--- src/logic/adc_trig_pkg.sv ---
// Purpose: shared constants for the converter trigger and compare block
// Assumes: 8-bit register port with a 4-bit word address
// Notes: all offsets are word indices on the register port
package adc_trig_pkg;

  // ------------------------------------------------------------
  // register offsets
  // ------------------------------------------------------------
  localparam logic [3:0] ADDR_CLOCK_SEL = 4'h0;
  localparam logic [3:0] ADDR_TRIG_CFG = 4'h1;
  localparam logic [3:0] ADDR_DELAY_CNT = 4'h2;
  localparam logic [3:0] ADDR_SW_CTRL = 4'h3;
  localparam logic [3:0] ADDR_LOW_BND_L = 4'h4;
  localparam logic [3:0] ADDR_LOW_BND_H = 4'h5;
  localparam logic [3:0] ADDR_HIGH_BND_L = 4'h6;
  localparam logic [3:0] ADDR_HIGH_BND_H = 4'h7;
  localparam logic [3:0] ADDR_IRQ_STATUS = 4'h8;
  localparam logic [3:0] ADDR_IRQ_MASK = 4'h9;

  // ------------------------------------------------------------
  // field positions
  // ------------------------------------------------------------
  localparam int CLK_SEL_LSB = 0;
  localparam int IN_SEL_LSB = 5;
  localparam int TRIG_SEL_BIT = 7;
  localparam int DLY_EN_BIT = 6;
  localparam int PWM_SRC_BIT = 5;
  localparam int CMP_HI_BIT = 4;
  localparam int CMP_LO_BIT = 3;
  localparam int DUTY_SEL_LSB = 0;
  localparam int START_BIT = 7;
  localparam int BUSY_BIT = 6;
  localparam int ST_DONE_BIT = 0;
  localparam int ST_CMP_BIT = 1;

  // ------------------------------------------------------------
  // values
  // ------------------------------------------------------------
  localparam logic [7:0] RESET_BYTE = 8'h00;
  localparam logic [2:0] IN_SEL_AMP = 3'h1;
  localparam logic [7:0] CLOCK_SEL_RMASK = 8'he7;
  localparam logic [7:0] TRIG_CFG_RMASK = 8'hfb;
  localparam int DIV_CNT_W = 7;
  localparam int DELAY_W = 8;

endpackage

--- src/logic/adc_trigger_compare_cfg.sv ---
// Purpose: conversion clock select, start trigger and window compare for the converter
// Assumes: register port and PWM event flags are synchronous to clk
// Notes: conversion itself is outside; it answers conv_start with conv_done and conv_result
//
// What this block does
// - conversion clock is system clock divided by 1 up to 128 per 3-bit select.
// - trigger select 0 uses software start bit, 1 uses PWM event path.
// - delay enable inserts programmed delay between PWM event and start.
// - source select 0 uses PWM period match, 1 uses chosen duty match.
// - compare condition: between, at-or-below low, at-or-above high, or either.
// - compare interrupt only counts when input select equals 001.
// - duty channel select code 00 picks PWM channel 0 duty match.
// - duty channel select 01 picks channel 1; 10 and 11 pick channel 2.
// - clock-select bits 4 and 3 and trigger-config bit 2 read zero.
// - delay lasts count system clocks from the event flag's rise.
// - software writes start bit high then low; falling write starts conversion.
module adc_trigger_compare_cfg (
  // clock and reset
  input wire logic clk,
  input wire logic rst,
  // register port
  input wire logic [3:0] addr,
  input wire logic [7:0] wr_data,
  input wire logic wr_en,
  input wire logic rd_en,
  output logic [7:0] rd_data,
  // pwm events
  input wire logic pwm_period_match_evt,
  input wire logic [2:0] pwm_duty_match_evt,
  // converter side
  input wire logic conv_done,
  input wire logic [11:0] conv_result,
  output logic conv_start,
  output logic conv_clk_tick,
  output logic conv_busy,
  // interrupt
  output logic irq
);

  // ------------------------------------------------------------
  // registers
  // ------------------------------------------------------------
  logic [7:0] clock_sel_reg;
  logic [7:0] conversion_trigger_config_reg;
  logic [7:0] start_delay_count_reg;
  logic start_bit_reg;
  logic [11:0] low_bound_value_reg;
  logic [11:0] high_bound_value_reg;
  logic [1:0] irq_status_reg;
  logic [1:0] irq_mask_reg;
  logic [7:0] rd_data_reg;
  logic conv_start_reg;
  logic conv_clk_tick_reg;
  logic busy_reg;
  logic irq_reg;
  logic period_prev_reg;
  logic [2:0] duty_prev_reg;

  // ------------------------------------------------------------
  // field decode
  // ------------------------------------------------------------
  wire [2:0] conv_clock_div_sel = clock_sel_reg[adc_trig_pkg::CLK_SEL_LSB +: 3];
  wire [2:0] input_signal_sel = clock_sel_reg[adc_trig_pkg::IN_SEL_LSB +: 3];
  wire start_trigger_sel = conversion_trigger_config_reg[adc_trig_pkg::TRIG_SEL_BIT];
  wire delay_start_en = conversion_trigger_config_reg[adc_trig_pkg::DLY_EN_BIT];
  wire pwm_event_src_sel = conversion_trigger_config_reg[adc_trig_pkg::PWM_SRC_BIT];
  wire cmp_cond_hi = conversion_trigger_config_reg[adc_trig_pkg::CMP_HI_BIT];
  wire cmp_cond_lo = conversion_trigger_config_reg[adc_trig_pkg::CMP_LO_BIT];
  wire [1:0] duty_event_chan_sel = conversion_trigger_config_reg[adc_trig_pkg::DUTY_SEL_LSB +: 2];

  wire hit_clock_sel = (addr == adc_trig_pkg::ADDR_CLOCK_SEL);
  wire hit_trig_cfg = (addr == adc_trig_pkg::ADDR_TRIG_CFG);
  wire hit_delay_cnt = (addr == adc_trig_pkg::ADDR_DELAY_CNT);
  wire hit_sw_ctrl = (addr == adc_trig_pkg::ADDR_SW_CTRL);
  wire hit_low_l = (addr == adc_trig_pkg::ADDR_LOW_BND_L);
  wire hit_low_h = (addr == adc_trig_pkg::ADDR_LOW_BND_H);
  wire hit_high_l = (addr == adc_trig_pkg::ADDR_HIGH_BND_L);
  wire hit_high_h = (addr == adc_trig_pkg::ADDR_HIGH_BND_H);
  wire hit_status = (addr == adc_trig_pkg::ADDR_IRQ_STATUS);
  wire hit_mask = (addr == adc_trig_pkg::ADDR_IRQ_MASK);

  // ------------------------------------------------------------
  // software start path
  // ------------------------------------------------------------
  // a conversion begins on the write that takes the bit from one to zero
  wire start_bit_write = wr_en && hit_sw_ctrl;
  wire start_bit_new = wr_data[adc_trig_pkg::START_BIT];
  wire sw_start = start_bit_write && start_bit_reg && !start_bit_new
                  && !start_trigger_sel;

  // ------------------------------------------------------------
  // pwm event path
  // ------------------------------------------------------------
  logic duty_sel_evt;
  logic duty_sel_prev;
  always_comb begin
    case (duty_event_chan_sel)
      2'b00: begin
        duty_sel_evt = pwm_duty_match_evt[0];
        duty_sel_prev = duty_prev_reg[0];
      end
      2'b01: begin
        duty_sel_evt = pwm_duty_match_evt[1];
        duty_sel_prev = duty_prev_reg[1];
      end
      default: begin
        duty_sel_evt = pwm_duty_match_evt[2];
        duty_sel_prev = duty_prev_reg[2];
      end
    endcase
  end

  wire src_evt = pwm_event_src_sel ? duty_sel_evt : pwm_period_match_evt;
  wire src_prev = pwm_event_src_sel ? duty_sel_prev : period_prev_reg;
  // only the flag's rise counts, so a flag left high cannot retrigger
  wire pwm_rise = src_evt && !src_prev && start_trigger_sel;

  logic delay_fire;
  start_delay_timer u_delay (
    .clk(clk),
    .rst(rst),
    .launch(pwm_rise),
    .delay_en(delay_start_en),
    .delay_count(start_delay_count_reg),
    .fire(delay_fire),
    .counting()
  );

  wire pwm_start = delay_fire && start_trigger_sel;
  wire start_any = sw_start || pwm_start;

  // ------------------------------------------------------------
  // conversion clock
  // ------------------------------------------------------------
  logic div_tick;
  conv_clock_divider u_div (
    .clk(clk),
    .rst(rst),
    .div_sel(conv_clock_div_sel),
    .tick(div_tick)
  );

  // ------------------------------------------------------------
  // window compare
  // ------------------------------------------------------------
  wire at_or_below_low = (conv_result <= low_bound_value_reg);
  wire at_or_above_high = (conv_result >= high_bound_value_reg);
  wire inside_window = (conv_result > low_bound_value_reg)
                       && (conv_result < high_bound_value_reg);
  logic cmp_match;
  always_comb begin
    case ({cmp_cond_hi, cmp_cond_lo})
      2'b00: cmp_match = inside_window;
      2'b01: cmp_match = at_or_below_low;
      2'b10: cmp_match = at_or_above_high;
      default: cmp_match = at_or_below_low || at_or_above_high;
    endcase
  end
  wire cmp_event = conv_done && cmp_match
                   && (input_signal_sel == adc_trig_pkg::IN_SEL_AMP);

  // ------------------------------------------------------------
  // interrupt status
  // ------------------------------------------------------------
  wire [1:0] status_set = {cmp_event, conv_done};
  wire [1:0] status_clr = (wr_en && hit_status) ? wr_data[1:0] : 2'b00;
  // a set in the same cycle as its clear survives
  wire [1:0] status_next = (irq_status_reg & ~status_clr) | status_set;
  wire irq_next = |(status_next & irq_mask_reg);

  // ------------------------------------------------------------
  // read mux
  // ------------------------------------------------------------
  logic [7:0] rd_mux;
  always_comb begin
    rd_mux = 8'h00;
    if (hit_clock_sel) begin
      rd_mux = clock_sel_reg & adc_trig_pkg::CLOCK_SEL_RMASK;
    end else if (hit_trig_cfg) begin
      rd_mux = conversion_trigger_config_reg & adc_trig_pkg::TRIG_CFG_RMASK;
    end else if (hit_delay_cnt) begin
      rd_mux = start_delay_count_reg;
    end else if (hit_sw_ctrl) begin
      rd_mux = {start_bit_reg, busy_reg, 6'h00};
    end else if (hit_low_l) begin
      rd_mux = low_bound_value_reg[7:0];
    end else if (hit_low_h) begin
      rd_mux = {4'h0, low_bound_value_reg[11:8]};
    end else if (hit_high_l) begin
      rd_mux = high_bound_value_reg[7:0];
    end else if (hit_high_h) begin
      rd_mux = {4'h0, high_bound_value_reg[11:8]};
    end else if (hit_status) begin
      rd_mux = {6'h00, irq_status_reg};
    end else if (hit_mask) begin
      rd_mux = {6'h00, irq_mask_reg};
    end
  end

  // ------------------------------------------------------------
  // configuration registers
  // ------------------------------------------------------------
  always_ff @(posedge clk) begin
    if (rst) begin
      clock_sel_reg <= adc_trig_pkg::RESET_BYTE;
      conversion_trigger_config_reg <= adc_trig_pkg::RESET_BYTE;
      start_delay_count_reg <= adc_trig_pkg::RESET_BYTE;
      irq_mask_reg <= 2'b00;
    end else if (wr_en) begin
      if (hit_clock_sel) clock_sel_reg <= wr_data & adc_trig_pkg::CLOCK_SEL_RMASK;
      if (hit_trig_cfg) conversion_trigger_config_reg <= wr_data & adc_trig_pkg::TRIG_CFG_RMASK;
      if (hit_delay_cnt) start_delay_count_reg <= wr_data;
      if (hit_mask) irq_mask_reg <= wr_data[1:0];
    end
  end

  always_ff @(posedge clk) begin
    if (rst) begin
      low_bound_value_reg <= 12'h000;
      high_bound_value_reg <= 12'h000;
    end else if (wr_en) begin
      if (hit_low_l) low_bound_value_reg[7:0] <= wr_data;
      if (hit_low_h) low_bound_value_reg[11:8] <= wr_data[3:0];
      if (hit_high_l) high_bound_value_reg[7:0] <= wr_data;
      if (hit_high_h) high_bound_value_reg[11:8] <= wr_data[3:0];
    end
  end

  // ------------------------------------------------------------
  // state and outputs
  // ------------------------------------------------------------
  always_ff @(posedge clk) begin
    if (rst) begin
      start_bit_reg <= 1'b0;
      period_prev_reg <= 1'b0;
      duty_prev_reg <= 3'h0;
      busy_reg <= 1'b0;
      conv_start_reg <= 1'b0;
    end else begin
      if (start_bit_write) start_bit_reg <= start_bit_new;
      period_prev_reg <= pwm_period_match_evt;
      duty_prev_reg <= pwm_duty_match_evt;
      conv_start_reg <= start_any;
      // a new start wins over a finishing conversion
      busy_reg <= start_any || (busy_reg && !conv_done);
    end
  end

  always_ff @(posedge clk) begin
    if (rst) begin
      irq_status_reg <= 2'b00;
      irq_reg <= 1'b0;
      rd_data_reg <= 8'h00;
      conv_clk_tick_reg <= 1'b0;
    end else begin
      irq_status_reg <= status_next;
      irq_reg <= irq_next;
      rd_data_reg <= rd_en ? rd_mux : 8'h00;
      conv_clk_tick_reg <= div_tick;
    end
  end

  assign rd_data = rd_data_reg;
  assign conv_start = conv_start_reg;
  assign conv_clk_tick = conv_clk_tick_reg;
  assign conv_busy = busy_reg;
  assign irq = irq_reg;
endmodule

--- src/logic/conv_clock_divider.sv ---
// Purpose: conversion clock tick, system clock divided by 2**sel
// Assumes: sel is a register output, stable most of the time
// Notes: tick is combinational; the caller registers it
module conv_clock_divider (
  // clock and reset
  input wire logic clk,
  input wire logic rst,
  // control
  input wire logic [2:0] div_sel,
  // result
  output logic tick
);

  logic [adc_trig_pkg::DIV_CNT_W-1:0] div_cnt_reg;
  logic [adc_trig_pkg::DIV_CNT_W-1:0] div_cnt_next;
  logic [adc_trig_pkg::DIV_CNT_W-1:0] low_mask;

  // low bits that must be all ones for a tick
  genvar i;
  generate
    for (i = 0; i < adc_trig_pkg::DIV_CNT_W; i++) begin : g_mask
      assign low_mask[i] = (div_sel > 3'(i));
    end
  endgenerate

  assign div_cnt_next = div_cnt_reg + 7'h01;
  assign tick = ((div_cnt_reg & low_mask) == low_mask);

  always_ff @(posedge clk) begin
    if (rst) begin
      div_cnt_reg <= 7'h00;
    end else begin
      div_cnt_reg <= div_cnt_next;
    end
  end
endmodule

--- src/logic/start_delay_timer.sv ---
// Purpose: counts the programmed start delay after a trigger event
// Assumes: launch is a one-cycle pulse
// Notes: a new launch while counting restarts the delay
module start_delay_timer (
  // clock and reset
  input wire logic clk,
  input wire logic rst,
  // control
  input wire logic launch,
  input wire logic delay_en,
  input wire logic [7:0] delay_count,
  // result
  output logic fire,
  output logic counting
);

  logic [adc_trig_pkg::DELAY_W-1:0] cnt_reg;
  logic [adc_trig_pkg::DELAY_W-1:0] cnt_next;
  logic immediate;

  // a zero count with the delay on is a software slip; start at once
  assign immediate = launch && (!delay_en || delay_count == 8'h00);
  assign fire = immediate || (!launch && cnt_reg == 8'h01);
  assign counting = (cnt_reg != 8'h00);

  always_comb begin
    cnt_next = cnt_reg;
    if (launch) begin
      cnt_next = delay_en ? delay_count : 8'h00;
    end else if (cnt_reg != 8'h00) begin
      cnt_next = cnt_reg - 8'h01;
    end
  end

  always_ff @(posedge clk) begin
    if (rst) begin
      cnt_reg <= 8'h00;
    end else begin
      cnt_reg <= cnt_next;
    end
  end
endmodule

--- config.mk ---
export PLATFORM = sky130hd
export DESIGN_NAME = adc_trigger_compare_cfg
export DESIGN_NICKNAME = d
export VERILOG_FILES = /design/src/logic/adc_trig_pkg.sv /design/src/logic/adc_trigger_compare_cfg.sv /design/src/logic/conv_clock_divider.sv /design/src/logic/start_delay_timer.sv
export SDC_FILE = /design/constraint.sdc
export NUM_CORES = 1
export LEC_CHECK = 0
export BUFFER_PORTS_ARGS = -buffer_cell sky130_fd_sc_hd__buf_2
export CORE_ASPECT_RATIO = 2
export CORE_MARGIN = 2
export CORE_UTILIZATION = 63
export DETAILED_ROUTE_END_ITERATION = 10
export PLACE_DENSITY = 0.83
export SYNTH_ARGS = -nofsm -noshare
export SYNTH_HDL_FRONTEND = slang
export SYNTH_SLANG_ARGS = --single-unit
--- constraint.sdc ---
create_clock -name clk -period 5.55 [get_ports clk]
set_clock_uncertainty 0.2 [all_clocks]
set_input_delay 0.555 -clock clk [delete_from_list [all_inputs] [get_ports clk]]
set_output_delay 0.555 -clock clk [all_outputs]
set_load 0.05 [all_outputs]
; After elaboration in Yosys (flattened, before gate mapping)
; Cells that the tools add are included.
; Widths: inputs -> output; s select.
[totals]
regBits = 81
latchBits = 0
mem_bits_rw = 0
romBits = 0
out_inout_bits = 12
word_cells = 115
mem_count = 0
[classes]
n_addsub = 2
mul = 0
n_div = 0
n_lt_le_gt_ge = 11
n_eq_ne = 15
shift = 0
mux = 19
n_bitwise = 6
reduce_logical = 42
[ops]
columns = operator, count
row1 = $mux 8, 10
row2 = $eq 4x3->1 const B, 4
row3 = $reduce_and 2->1, 8
row4 = $logic_and 1x1->1, 14
row5 = $ge 12x12->1, 1
row6 = $gt 12x12->1, 1
row7 = $le 12x12->1, 1
row8 = $lt 12x12->1, 1
row9 = $gt 3x3->1 const B, 3
row10 = $eq 4x2->1 const B, 2
row11 = $eq 4x4->1 const B, 2
row12 = $eq 8x1->1 const B, 1
row13 = $logic_not 8->1, 1
row14 = $reduce_bool 8->1, 1
row15 = $sub 8x1->8 const B, 1
row16 = $add 7x1->7 const B, 1
row17 = $and 7x7->7, 1
row18 = $eq 7x7->1, 1
row19 = $gt 3x1->1 const B, 2
row20 = $gt 3x2->1 const B, 2
row21 = $logic_not 1->1, 6
row22 = $mux 2, 3
row23 = $logic_or 1x1->1, 5
row24 = $and 2x2->2, 2
row25 = 16 further kinds, 21

; Longest topological paths before layout
; Gate-level depths: netlist of the first run.
[depth]
word_depth = 12
ltp_mapped = 8

; By module
; Synthesis of the first run repeated with hierarchy kept, for this count alone.
[hier_totals]
cells_unflattened = 510
area_unflattened_um2 = 4383.0
[modules_own_cells]
columns = mod, n_inst, cells_per_inst, area_per_inst_um2, seq_area_each_um2
row1 = adc_trigger_compare_cfg, 1, 415, 3522.1, 1321.3
row2 = start_delay_timer, 1, 57, 515.5, 160.2
row3 = conv_clock_divider, 1, 38, 345.3, 140.1

; Least setup slack after synthesis of the first run
; Ideal clock, no wire load.
[synth_path]
kind = input port to flip-flop
from = input conv_result[10]
to = register irq_status_reg[1]
setup_time_ns = 0.079
t_arrival_ns = 2.309
setup_slack_ns = 2.962
path_stages = 7
path_buffers = 0
path_cell_list = ha_1 nand4_2 nor3_2 or4_1 or4_1 o2111a_1 a211oi_2
[synth_between]
elab_chain_cells = 6
[synth_rtl]
columns = element, line
row1 = start: declaration, adc_trigger_compare_cfg.sv:32  ; input wire logic [11:0] conv_result,
row2 = "$le 12x12->1, or another cell as far along", adc_trigger_compare_cfg.sv:146  ; wire at_or_below_low = (conv_result <= low_bound_value_reg);
row3 = $logic_or 1x1->1 or $logic_and 1x1->1 (tied branches), "adc_trigger_compare_cfg.sv:156, adc_trigger_compare_cfg.sv:149"
row4 = $pmux 1 s3 *, adc_trigger_compare_cfg.sv:152  ; case ({cmp_cond_hi, cmp_cond_lo})
row5 = $logic_and 1x1->1 *, adc_trigger_compare_cfg.sv:159  ; wire cmp_event = conv_done && cmp_match
row6 = $logic_and 1x1->1 *, adc_trigger_compare_cfg.sv:160  ; && (input_signal_sel == adc_trig_pkg::IN_SEL_AMP);
row7 = $or 2x2->2 *, adc_trigger_compare_cfg.sv:168  ; wire [1:0] status_next = (irq_status_reg & ~status_clr) | status_set;
row8 = end signal: assignment, adc_trigger_compare_cfg.sv:256  ; irq_status_reg <= status_next;
row9 = end: declaration, adc_trigger_compare_cfg.sv:49  ; logic [1:0] irq_status_reg;
; Mark *: on every way between the ends. The rest lies on a longest branch, timed or not.
; A chain may end at the register's enable or synchronous reset.

; Final worst setup path of the first run
[layout_path]
from = register low_bound_value_reg[7]
to = register irq_reg (netlist: irq)
[layout_between]
elab_chain_cells = 8
[layout_rtl]
columns = element, line
row1 = start: declaration, adc_trigger_compare_cfg.sv:47  ; logic [11:0] low_bound_value_reg;
row2 = start signal: assignment, adc_trigger_compare_cfg.sv:222  ; if (hit_low_l) low_bound_value_reg[7:0] <= wr_data;
row3 = $le 12x12->1 or $gt 12x12->1 (tied branches), "adc_trigger_compare_cfg.sv:146, adc_trigger_compare_cfg.sv:148"
row4 = $logic_or 1x1->1 or $logic_and 1x1->1 (tied branches), "adc_trigger_compare_cfg.sv:156, adc_trigger_compare_cfg.sv:149"
row5 = $pmux 1 s3 *, adc_trigger_compare_cfg.sv:152
row6 = $logic_and 1x1->1 *, adc_trigger_compare_cfg.sv:159
row7 = $logic_and 1x1->1 *, adc_trigger_compare_cfg.sv:160
row8 = $or 2x2->2 *, adc_trigger_compare_cfg.sv:168
row9 = $and 2x2->2 *, adc_trigger_compare_cfg.sv:169  ; wire irq_next = |(status_next & irq_mask_reg);
row10 = $reduce_or 2->1 *, adc_trigger_compare_cfg.sv:169
row11 = end signal: assignment, adc_trigger_compare_cfg.sv:257  ; irq_reg <= irq_next;
row12 = end: declaration, adc_trigger_compare_cfg.sv:55  ; logic irq_reg;
; Marked as above.

==> impl_metrics.ini, run 1 <==
[power]
power.internal_w = 0.00114
pwr-share-seq_pct = 40.8
pwr_density_cell_nw_per_um2 = 327
finalPower_w = 0.00159
p_comb_share_pct = 20.5
vdd_drop_max_uv = 164
p_switching_w = 0.000451
swShare_pct = 28.3
clkPwrFrac_pct = 38.6
p_leak_nw = 1.97

[timing]
hold_viol = 0
rsz0062_at_grt = no
relSlewSlack_pct = 43.6
finalMaxSlewViolations = 0
setup_violations = 0
tightestPinTransition_ps = 847
fin_tns_setup_ps = 0
fin_crit_ps = 2770
fmax_mhz = 361
period_share_pct = 49.9

[cells_and_area]
antenna_cells = 0
final_nets = 599
post-route-util_pct = 73.6
fin_cells = 632
syn_to_final_growth_pct = 13.0
fill_cells = 520
drive_gt1_share_pct = 14.7

[synth]
netlist.area_leader.share_pct = 37.6
synth-edff-count = 0
synth.area.top_cells = dfxtp_1 38%, ha_1 7.8%, mux2i_1 7.0%
synthMuxAreaShare_pct = 9.31
yosysUniqueCellTypes = 58
synth_top_family_by_area = simple AND/OR/NAND/NOR gates
synthAdderAreaFrac_pct = 7.83
synthSimpleGateAreaFrac_pct = 19.7
synth_area_sq_um = 4310
synth-xor-area-share_pct = 2.23
synth_nets = 566
syn_inst = 506
yosysSeqAreaShare_pct = 37.6
synthFlopType = dfxtp_1
synth_compound_area_share_pct = 17.9
async_reset_ff_share_pct = 0
yosysWarnings = 0
synth_area_per_cell_sq_um = 8.53
ys_ff_latch = 81
yosysTopAreaCell = dfxtp_1

[worst_setup_path]
worstPathRequired_ps = 5590
cp_max_fo = 3
cp.arrival_ps = 2810
r2r-end = irq$_SDFF_PP0_
worstReg2RegStart = low_bound_value_reg[7]$_SDFFE_PP0P_
r2r_cells = 8
start_kind = flop
r2r_slack_ps = 2780
worstSetupPathType = reg2reg
cp-end-kind = flop

[placement]
place_congestion = 0.946
dp.cells = 616
dpl.hpwl_mm = 8.57
io_buffers = 44

[min_path]
hold_end = duty_prev_reg[1]$_SDFF_PP0_
hold_start = pwm_duty_match_evt[1]
min_path_type = in2reg
hold_depth = 2

[die]
io_pins = 45
fp.dieH_um = 121
coreArea_sq_um = 6620
rows = 42
start_util_pct = 65.2
fp.dieW_um = 62.5
die_area_sq_um = 7570

[grt]
grt_usage_pct = 33.1
overflow = 0
grt_pass1_vias = 4020
grt_pass1_wl_mm = 19.5
grt_start_max_net_pins = 75
antenna_found_initial = 0

[clocking]
cts_tree = done
ctsHoldBuffers = 0
cts-root-buf = clkbuf_16
clk_path_buf_depth = 2
clkTransAtPathRegs_ps = 60
cts_buffers = 9
clock_latency_ps = 330
cts.sinks = 81
htree_levels = 3
cts_resized = 0
post-cts-setup-buffers = 0

[detailed_routing]
postRouteAntennaNets = 0
drc_errors = 0
first_iter_violations = 304
vias = 4053
via_per_inst = 6.41
dr.pass1.iters = 5
wl_per_cell_um = 18.9
drt_wl_total_mm = 12.0

[run_status]
status = complete, no violations

[flow_run]
maxCapViolations = 0
-- cell type report --
class	instances	area, sq um	share of cell area, %
Multi-Input combinational cell	365	2460	50.4
Clock buffer	12	267	5.47
Tap cell	88	110	2.26
Timing Repair Buffer	46	235	4.83
Inverter	36	135	2.77
Clock inverter	4	50.0	1.03
Sequential cell	81	1620	33.3
-- per-layer routing --
metal | share of wire, % | routed length [um] | vias up | GRT usage, %
li1 | - | - | 1854 | -
met1 | 34 | 4030 | 1886 | 34.7
met2 | 53 | 6280 | 234 | 59.3
met3 | 7.1 | 843 | 79 | 5.66
met4 | 6.7 | 804 | 0 | 22.2
met5 | 0 | 0 | - | 0
-- per-stage QoR --
step                cell area [sq um]  worst slack [ps]  hold WS [ps]
global route                     4870              2750           253
finish                           4870              2780           242
CTS                              4870              2820           235
global placement                 4560              2740           233
detailed placement               4560              2610           257
floorplan                        4310              2960           210
-- cells by family after synthesis --
logic type	Yosys count
DFF	81
xor gates and xnor gates	11
AOI/OAI and AO/OA	113
and+or+nand+nor	178
buffers and inverters	60
adders and majority gates	27
muxes	36
-- power by group through the flow --
stage	Sequential, W	Combinational (W)	Clock [W]
6_report	0.000650	0.000327	0.000615
5_1_grt	0.000656	0.000365	0.000642
4_1_cts	0.000649	0.000325	0.000619
3_5_place_dp	0.000662	0.000322	0
3_3_place_gp	0.000660	0.000310	0
2_1_floorplan	0.000657	0.000252	0
-- worst max path at each step --
stage                                   startpoint                      endpoint  slack [ps]  depth (start not counted)
2_1_floorplan                      conv_result[10]  irq_status_reg[1]$_SDFF_PP0_        2960                          7
3_3_place_gp                        conv_result[5]  irq_status_reg[1]$_SDFF_PP0_        2740                          8
3_5_place_dp                        conv_result[7]                irq$_SDFF_PP0_        2610                          8
4_1_cts        low_bound_value_reg[7]$_SDFFE_PP0P_                irq$_SDFF_PP0_        2820                          8
5_1_grt        low_bound_value_reg[7]$_SDFFE_PP0P_                irq$_SDFF_PP0_        2750                          8
6_report       low_bound_value_reg[7]$_SDFFE_PP0P_                irq$_SDFF_PP0_        2780                          8
-- worst max-delay path: stages, from the launching register on --
cell	delay, ps
dfxtp_1	400
inv_1	70
ha_1	310
nand4_1	190
nor3_2	80
or4_1	480
or4_1	470
o211a_1	270
o41ai_2	200
-- synthesized netlist by cell type, types with 2 or more instances --
cell,instances
nand3_1,19
or3_1,3
or4_1,3
nor4_1,3
a31oi_1,2
nand3b_1,3
xnor2_1,5
xor2_1,6
o21ai_0,21
buf_1,2
o21a_1,3
and3_1,4
nand2b_1,4
nand4_1,7
ha_1,27
dfxtp_1,81
nor2b_1,13
a32oi_1,4
mux2i_1,30
a2111oi_2,4
clkbuf_1,18
nand2_1,44
mux2_2,3
a21boi_0,4
o211ai_1,3
a21oi_1,43
a211oi_1,5
buf_2,3
nor3_1,8
nor2_1,59
a22oi_1,6
o31ai_1,2
mux4_2,3
a21o_1,2
inv_1,36
-- cells in the final DEF (no fill, tap or decap), types with 4 or more instances in the layout --
cell type / Yosys / final
nand2_1: 44 / 44
a21oi_1: 43 / 43
clkbuf_16: 0 / 9
nor2_1: 59 / 59
nand3_1: 19 / 19
o21ai_0: 21 / 21
ha_1: 27 / 27
nand2b_1: 4 / 4
nand4_1: 7 / 7
inv_1: 36 / 36
a32oi_1: 4 / 4
buf_2: 3 / 44
a2111oi_2: 4 / 4
a211oi_1: 5 / 5
nor3_1: 8 / 8
xnor2_1: 5 / 5
and3_1: 4 / 4
xor2_1: 6 / 6
a22oi_1: 6 / 6
mux2i_1: 30 / 30
nor2b_1: 13 / 13
a21boi_0: 4 / 4
dfxtp_1: 81 / 81
Note: power is estimated with default switching activity, not from simulation.
==> inputs of run 2 (changes only) <==
Settings changed: ABC_AREA set to 1, CORE_UTILIZATION 63 to 59, PLACE_DENSITY 0.83 to 0.78.
Clock period 5.55 ns to 2.55 ns, I/O delays scaled along.
==> run 2 against run 1 <==
  * Sequential power up 120%
  * Largest power group is now the clock network
  * Setup slack worse by 2300 ps
  * Via count down 1.2%
  * Synthesized area down 1.2%
==> impl_metrics.ini, run 2 <==
[synth]
synth_area_per_cell_sq_um = 7.42
synth.area.top_cells = dfxtp_1 38%, a21oi_1 9.2%, nand2_1 8.7%
syn_inst = 574
synth_area_sq_um = 4260
async_reset_ff_share_pct = 0
synthFlopType = dfxtp_1
ys_ff_latch = 81
post-synth-top-count-cell = nand2_1
synth-edff-count = 0
synth_nets = 634
synth_common_cells = 99 x nand2_1, 84 x inv_1, 81 x dfxtp_1, 78 x a21oi_1, 46 x o21ai_0
yosysTopAreaCell = dfxtp_1
yosysSeqAreaShare_pct = 38.1
netlist.area_leader.share_pct = 38.1
yosysWarnings = 0
yosysUniqueCellTypes = 42

[worst_setup_path]
worstPathRequired_ps = 2640
slowest_stage = dfxtp_1
critPathTopFamily = simple AND/OR/NAND/NOR gates
start_kind = flop
crit_top_cell = nand2_1
cp_max_fo = 3
cp_slowest_stage_delay_ps = 340
cp-end-kind = flop
cp_cell_sequence = inv_1 -> ha_1 -> nand2_1 -> nor2_1 -> nand2_1 -> a21oi_1 -> nor2_1 -> nor2_1 -> nand2_1 -> nand3_1 -> nand2_1 -> nand2_1 -> nand3_1 -> nand2_1
cp.buffers_inverters = 1
cp.arrival_ps = 2180
worstSetupPathType = reg2reg

[detailed_routing]
drt_wl_total_mm = 11.2
dr.pass1.iters = 5
drc_errors = 0
postRouteAntennaNets = 0
first_iter_violations = 237
via_per_inst = 5.61
vias = 4003
wl_per_cell_um = 15.7

[timing]
finalMaxSlewViolations = 0
tightestPinTransition_ps = 527
period_share_pct = 82.1
rsz0062_at_grt = no
fmax_mhz = 478
whs_ps = 47.7
fin_tns_setup_ps = 0
fin_crit_ps = 2090
hold_viol = 0
setup_violations = 0
relSlewSlack_pct = 64.5

[clocking]
htree_levels = 3
post-cts-setup-buffers = 0
cts-root-buf = clkbuf_16
clkTransAtPathRegs_ps = 60
clk_path_buf_depth = 2
cts_buffers = 9
cts_tree = done
cts.sinks = 81
clock_latency_ps = 340

[cells_and_area]
syn_to_final_growth_pct = 15.1
drive_gt1_share_pct = 15.7
final_cell_mix = 99 x nand2_1, 84 x inv_1, 81 x dfxtp_1
final_common_cell = nand2_1
antenna_cells = 0
post-route-util_pct = 70.7
final_nets = 680
final_area_sq_um = 4900

[grt]
overflow = 0
grt_usage_pct = 30.0
grt_pass1_wl_mm = 18.0
grt_pass1_vias = 3882
antenna_found_initial = 0
grt_start_max_net_pins = 27

[power]
pwr_density_cell_nw_per_um2 = 728
finalPower_w = 0.00357
vdd_drop_max_uv = 568
p_leak_nw = 2.11

[flow_run]
maxCapViolations = 0

[die]
rows = 43
die_area_sq_um = 7960
fp.dieW_um = 64.1
coreArea_sq_um = 6940
fp.dieH_um = 124
start_util_pct = 61.4
io_pins = 45

[run_status]
status = complete, no violations

[placement]
place_congestion = 0.906
io_buffers = 44
dpl.hpwl_mm = 8.52
placed_area_sq_um = 4520

[min_path]
min_path_type = in2reg
## run 2: kinds of logic (layout without fill, tap and decap cells)
family / Yosys count / after routing / share of synthesized area, %
XOR/XNOR: 6 / 6 / 1.23
flip-flops: 81 / 81 / 38.1
adder cells (fa/ha/maj): 27 / 27 / 7.93
buffers and inverters: 109 / 159 / 10.5
AND/OR/NAND/NOR: 185 / 185 / 20.5
AO/OA/AOI/OAI: 166 / 166 / 21.7
## run 2: repair_timing
action	4_1_cts	5_1_grt
gates resized for setup	0	0
hold buffers	4	0
endpoints found under the hold margin	4	0
## run 2: layer usage
layer	track usage, %	share of wire [%]	vias to the layer above
met5	0	0	-
met4	24.2	6.6	0
met3	4.97	4.3	49
met2	55.3	53	165
met1	28.7	36	1789
li1	-	-	2000
## run 2: stage by stage
step	setup WS, ps	instances
6_report	456	714
5_1_grt	231	714
4_1_cts	451	714
3_5_place_dp	521	695
3_3_place_gp	571	695
2_1_floorplan	839	574
## run 2: tightest hold or removal path, cell delays in order
cell and delay [ps]:
buf_2 120, o21ai_1 70, a21oi_1 100
## run 2: power by group
group	internal, W	switching, W	leakage, nW	total (W)
combinational	0.000281	0.000390	1.29	0.000671
sequential	0.00135	0.0000687	0.658	0.00142
clock	0.000977	0.000505	0.169	0.00148
total	0.00261	0.000963	2.11	0.00357
## run 2: path summary, 6_finish.rpt
check / slack [ps] / to / start / depth (start not counted)
worst min register to register: 270 / u_delay.cnt_reg[0]$_SDFFE_PP0P_ / start_delay_count_reg[0]$_SDFFE_PP0P_ / 2
worst min-delay path: 50 / conversion_trigger_config_reg[4]$_SDFFE_PP0P_ / wr_data[4] / 3
worst max-delay path: 460 / irq$_SDFF_PP0_ / low_bound_value_reg[10]$_SDFFE_PP0P_ / 14
worst max register to register: 460 / irq$_SDFF_PP0_ / low_bound_value_reg[10]$_SDFFE_PP0P_ / 14
## run 2: layout make-up
type,count,area (sq um)
Clock buffer,10,239
Inverter,93,354
Clock inverter,5,104
Tap cell,90,113
Sequential cell,81,1620
Fill cell,566,2040
Multi-Input combinational cell,384,2190
Timing Repair Buffer,51,283
==> inputs of run 3 (changes only) <==
Settings changed: CORE_UTILIZATION 59 to 53, PLACE_DENSITY 0.78 to 0.74.
Clock period 2.55 ns to 1.9 ns, I/O delays scaled along.
==> run 3 against run 2 <==
  * The run now ends with negative setup slack left
  * Wire length rose by 3.5%
  * Setup slack got worse by 480 ps
  * Power rose by 38%
  * Non-clock buffer count rose by 15
  * Utilization fell by 5.4 points
  * Register-to-register slack got worse by 480 ps
  * Critical path type unchanged
  * Largest cell class unchanged
  * Largest power group unchanged
  * Highest routed layer unchanged
==> impl_metrics.ini, run 3 (synthesis results as in run 2) <==
[timing]
tightestPinTransition_ps = 386
fin_crit_ps = 1920
hold_viol = 0
whs_ps = 13.3
period_share_pct = 101
relSlewSlack_pct = 74.3
rsz0062_at_grt = yes
fmax_mhz = 521
finalMaxSlewViolations = 0
setup_violations = 1
worst_slack_ps = -19.1

[grt]
overflow = 0
grt_usage_pct = 27.9
antenna_found_initial = 0
grt_start_max_net_pins = 27
grt_pass1_vias = 3841
grt_pass1_wl_mm = 17.9

[clocking]
cts.sinks = 81
cts_buffers = 9
clk_path_buf_depth = 2
htree_levels = 3
clock_latency_ps = 340
clkTransAtPathRegs_ps = 60
cts_tree = done
cts-root-buf = clkbuf_16

[placement]
io_buffers = 44
placed_area_sq_um = 4610
place_congestion = 0.942
dpl.hpwl_mm = 8.95

[detailed_routing]
vias = 4021
postRouteAntennaNets = 0
first_iter_violations = 267
via_per_inst = 5.46
drc_errors = 0
drt_wl_total_mm = 11.6
wl_per_cell_um = 15.8
dr.pass1.iters = 4

[worst_setup_path]
cp.arrival_ps = 1950
cp_slowest_stage_delay_ps = 300
cp-end-kind = flop
cp_max_fo = 2
worstPathRequired_ps = 1930
start_kind = flop
slowest_stage = dfxtp_1
worstSetupPathType = reg2reg
cp_cell_sequence = inv_1 -> ha_1 -> nand4_1 -> nor2_1 -> nand2_1 -> nand3_1 -> nor2_1 -> nand2_1 -> nand3_2 -> nand2_2 -> nand2_1 -> nand3_1 -> nand2_1
crit_top_cell = nand2_1
r2r_cells = 13

[flow_run]
maxCapViolations = 0

[die]
io_pins = 45
fp.dieH_um = 131
coreArea_sq_um = 7890
die_area_sq_um = 8810
rows = 46
start_util_pct = 54.0
fp.dieW_um = 67.4

[run_status]
status = finished, violations left
violations = negative setup slack

[cells_and_area]
fill_cells = 687
final_nets = 695
antenna_cells = 0
final_common_cell = nand2_1
ff_latch_area_sq_um = 1630
final_area_sq_um = 5150
syn_to_final_growth_pct = 20.9
multi_input_area_sq_um = 2280
final_cell_mix = 96 x nand2_1, 79 x inv_1, 77 x dfxtp_1
drive_gt1_share_pct = 21.1

[power]
p_leak_nw = 2.20
pwr_density_cell_nw_per_um2 = 959
vdd_drop_max_uv = 750

[min_path]
hold_depth = 3
min_path_type = in2reg
==> run 3: cell types whose count changed in the layout (fill, tap and decap cells not counted), moves of 3 or more <==
cell	change
dfxtp_1	-4
ha_4	+4
inv_1	-5
dfxtp_2	+4
inv_2	+5
nand2_1	-3
ha_1	-4
nor2_2	+5
dlygate4sd3_1	+4
nand2_2	+3
buf_4	+11
nor2_1	-5
==> run 3: power by group <==
part / internal [W] / switching (W)
Sequential: 0.00181 / 0.0000971
Combinational: 0.000405 / 0.000552
Clock: 0.00139 / 0.000678
==> run 3: critical path: cells and delay by family, from the launching register on <==
kind                       cells  cell delay, ps
DFF                            1             300
buffers and inverters          1              50
and+or+nand+nor               11             990
adders and majority gates      1             280
==> run 3: cell type report <==
cell class                 instances  area share, %
multi-input combinational        384           44.3
timing repair buffer              66           7.87
tap                               96           2.33
inverter                          93           6.88
clock buffer                      12           5.17
sequential                        81           31.6
clock inverter                     4           1.90
==> run 3: metal layers <==
| metal | GRT usage, % | wire (um) | up-vias |
|---|---|---|---|
| met3 | 4.28 | 372 | 58 |
| met5 | 0 | 0 | - |
| li1 | - | - | 2026 |
| met2 | 52.2 | 6350 | 118 |
| met4 | 20.0 | 846 | 0 |
| met1 | 26.2 | 4060 | 1819 |
==> run 3: final timing paths <==
check / startpoint / to / slack [ps]
max: high_bound_value_reg[10]$_SDFFE_PP0P_ / irq$_SDFF_PP0_ / -20
min reg2reg: clock_sel_reg[1]$_SDFFE_PP0P_ / rd_data[1]$_SDFF_PP0_ / 260
max reg2reg: high_bound_value_reg[10]$_SDFFE_PP0P_ / irq$_SDFF_PP0_ / -20
min: wr_data[4] / conversion_trigger_config_reg[4]$_SDFFE_PP0P_ / 10
==> run 3: repair_timing <==
action                                 CTS  global route
hold buffers                             8             0
pin swaps                                5             1
setup endpoints to repair                2            10
resized for setup                       12            13
endpoints found under the hold margin    8             0
buffers inserted                         0             0
==> run 3: stage by stage <==
stage | util [%] | TNS, ps | power (W) | worst slack [ps] | instances
2_1_floorplan | - | 0 | 0.00261 | 189 | 574
3_3_place_gp | 58.5 | -81.8 | 0.00281 | -48.1 | 712
3_5_place_dp | 58.5 | -66.0 | 0.00284 | -47.3 | 712
4_1_cts | 64.7 | 0 | 0.00493 | 3.11 | 736
5_1_grt | 65.3 | -116 | 0.00514 | -113 | 736
6_report | 65.3 | -19.1 | 0.00494 | -19.1 | 736
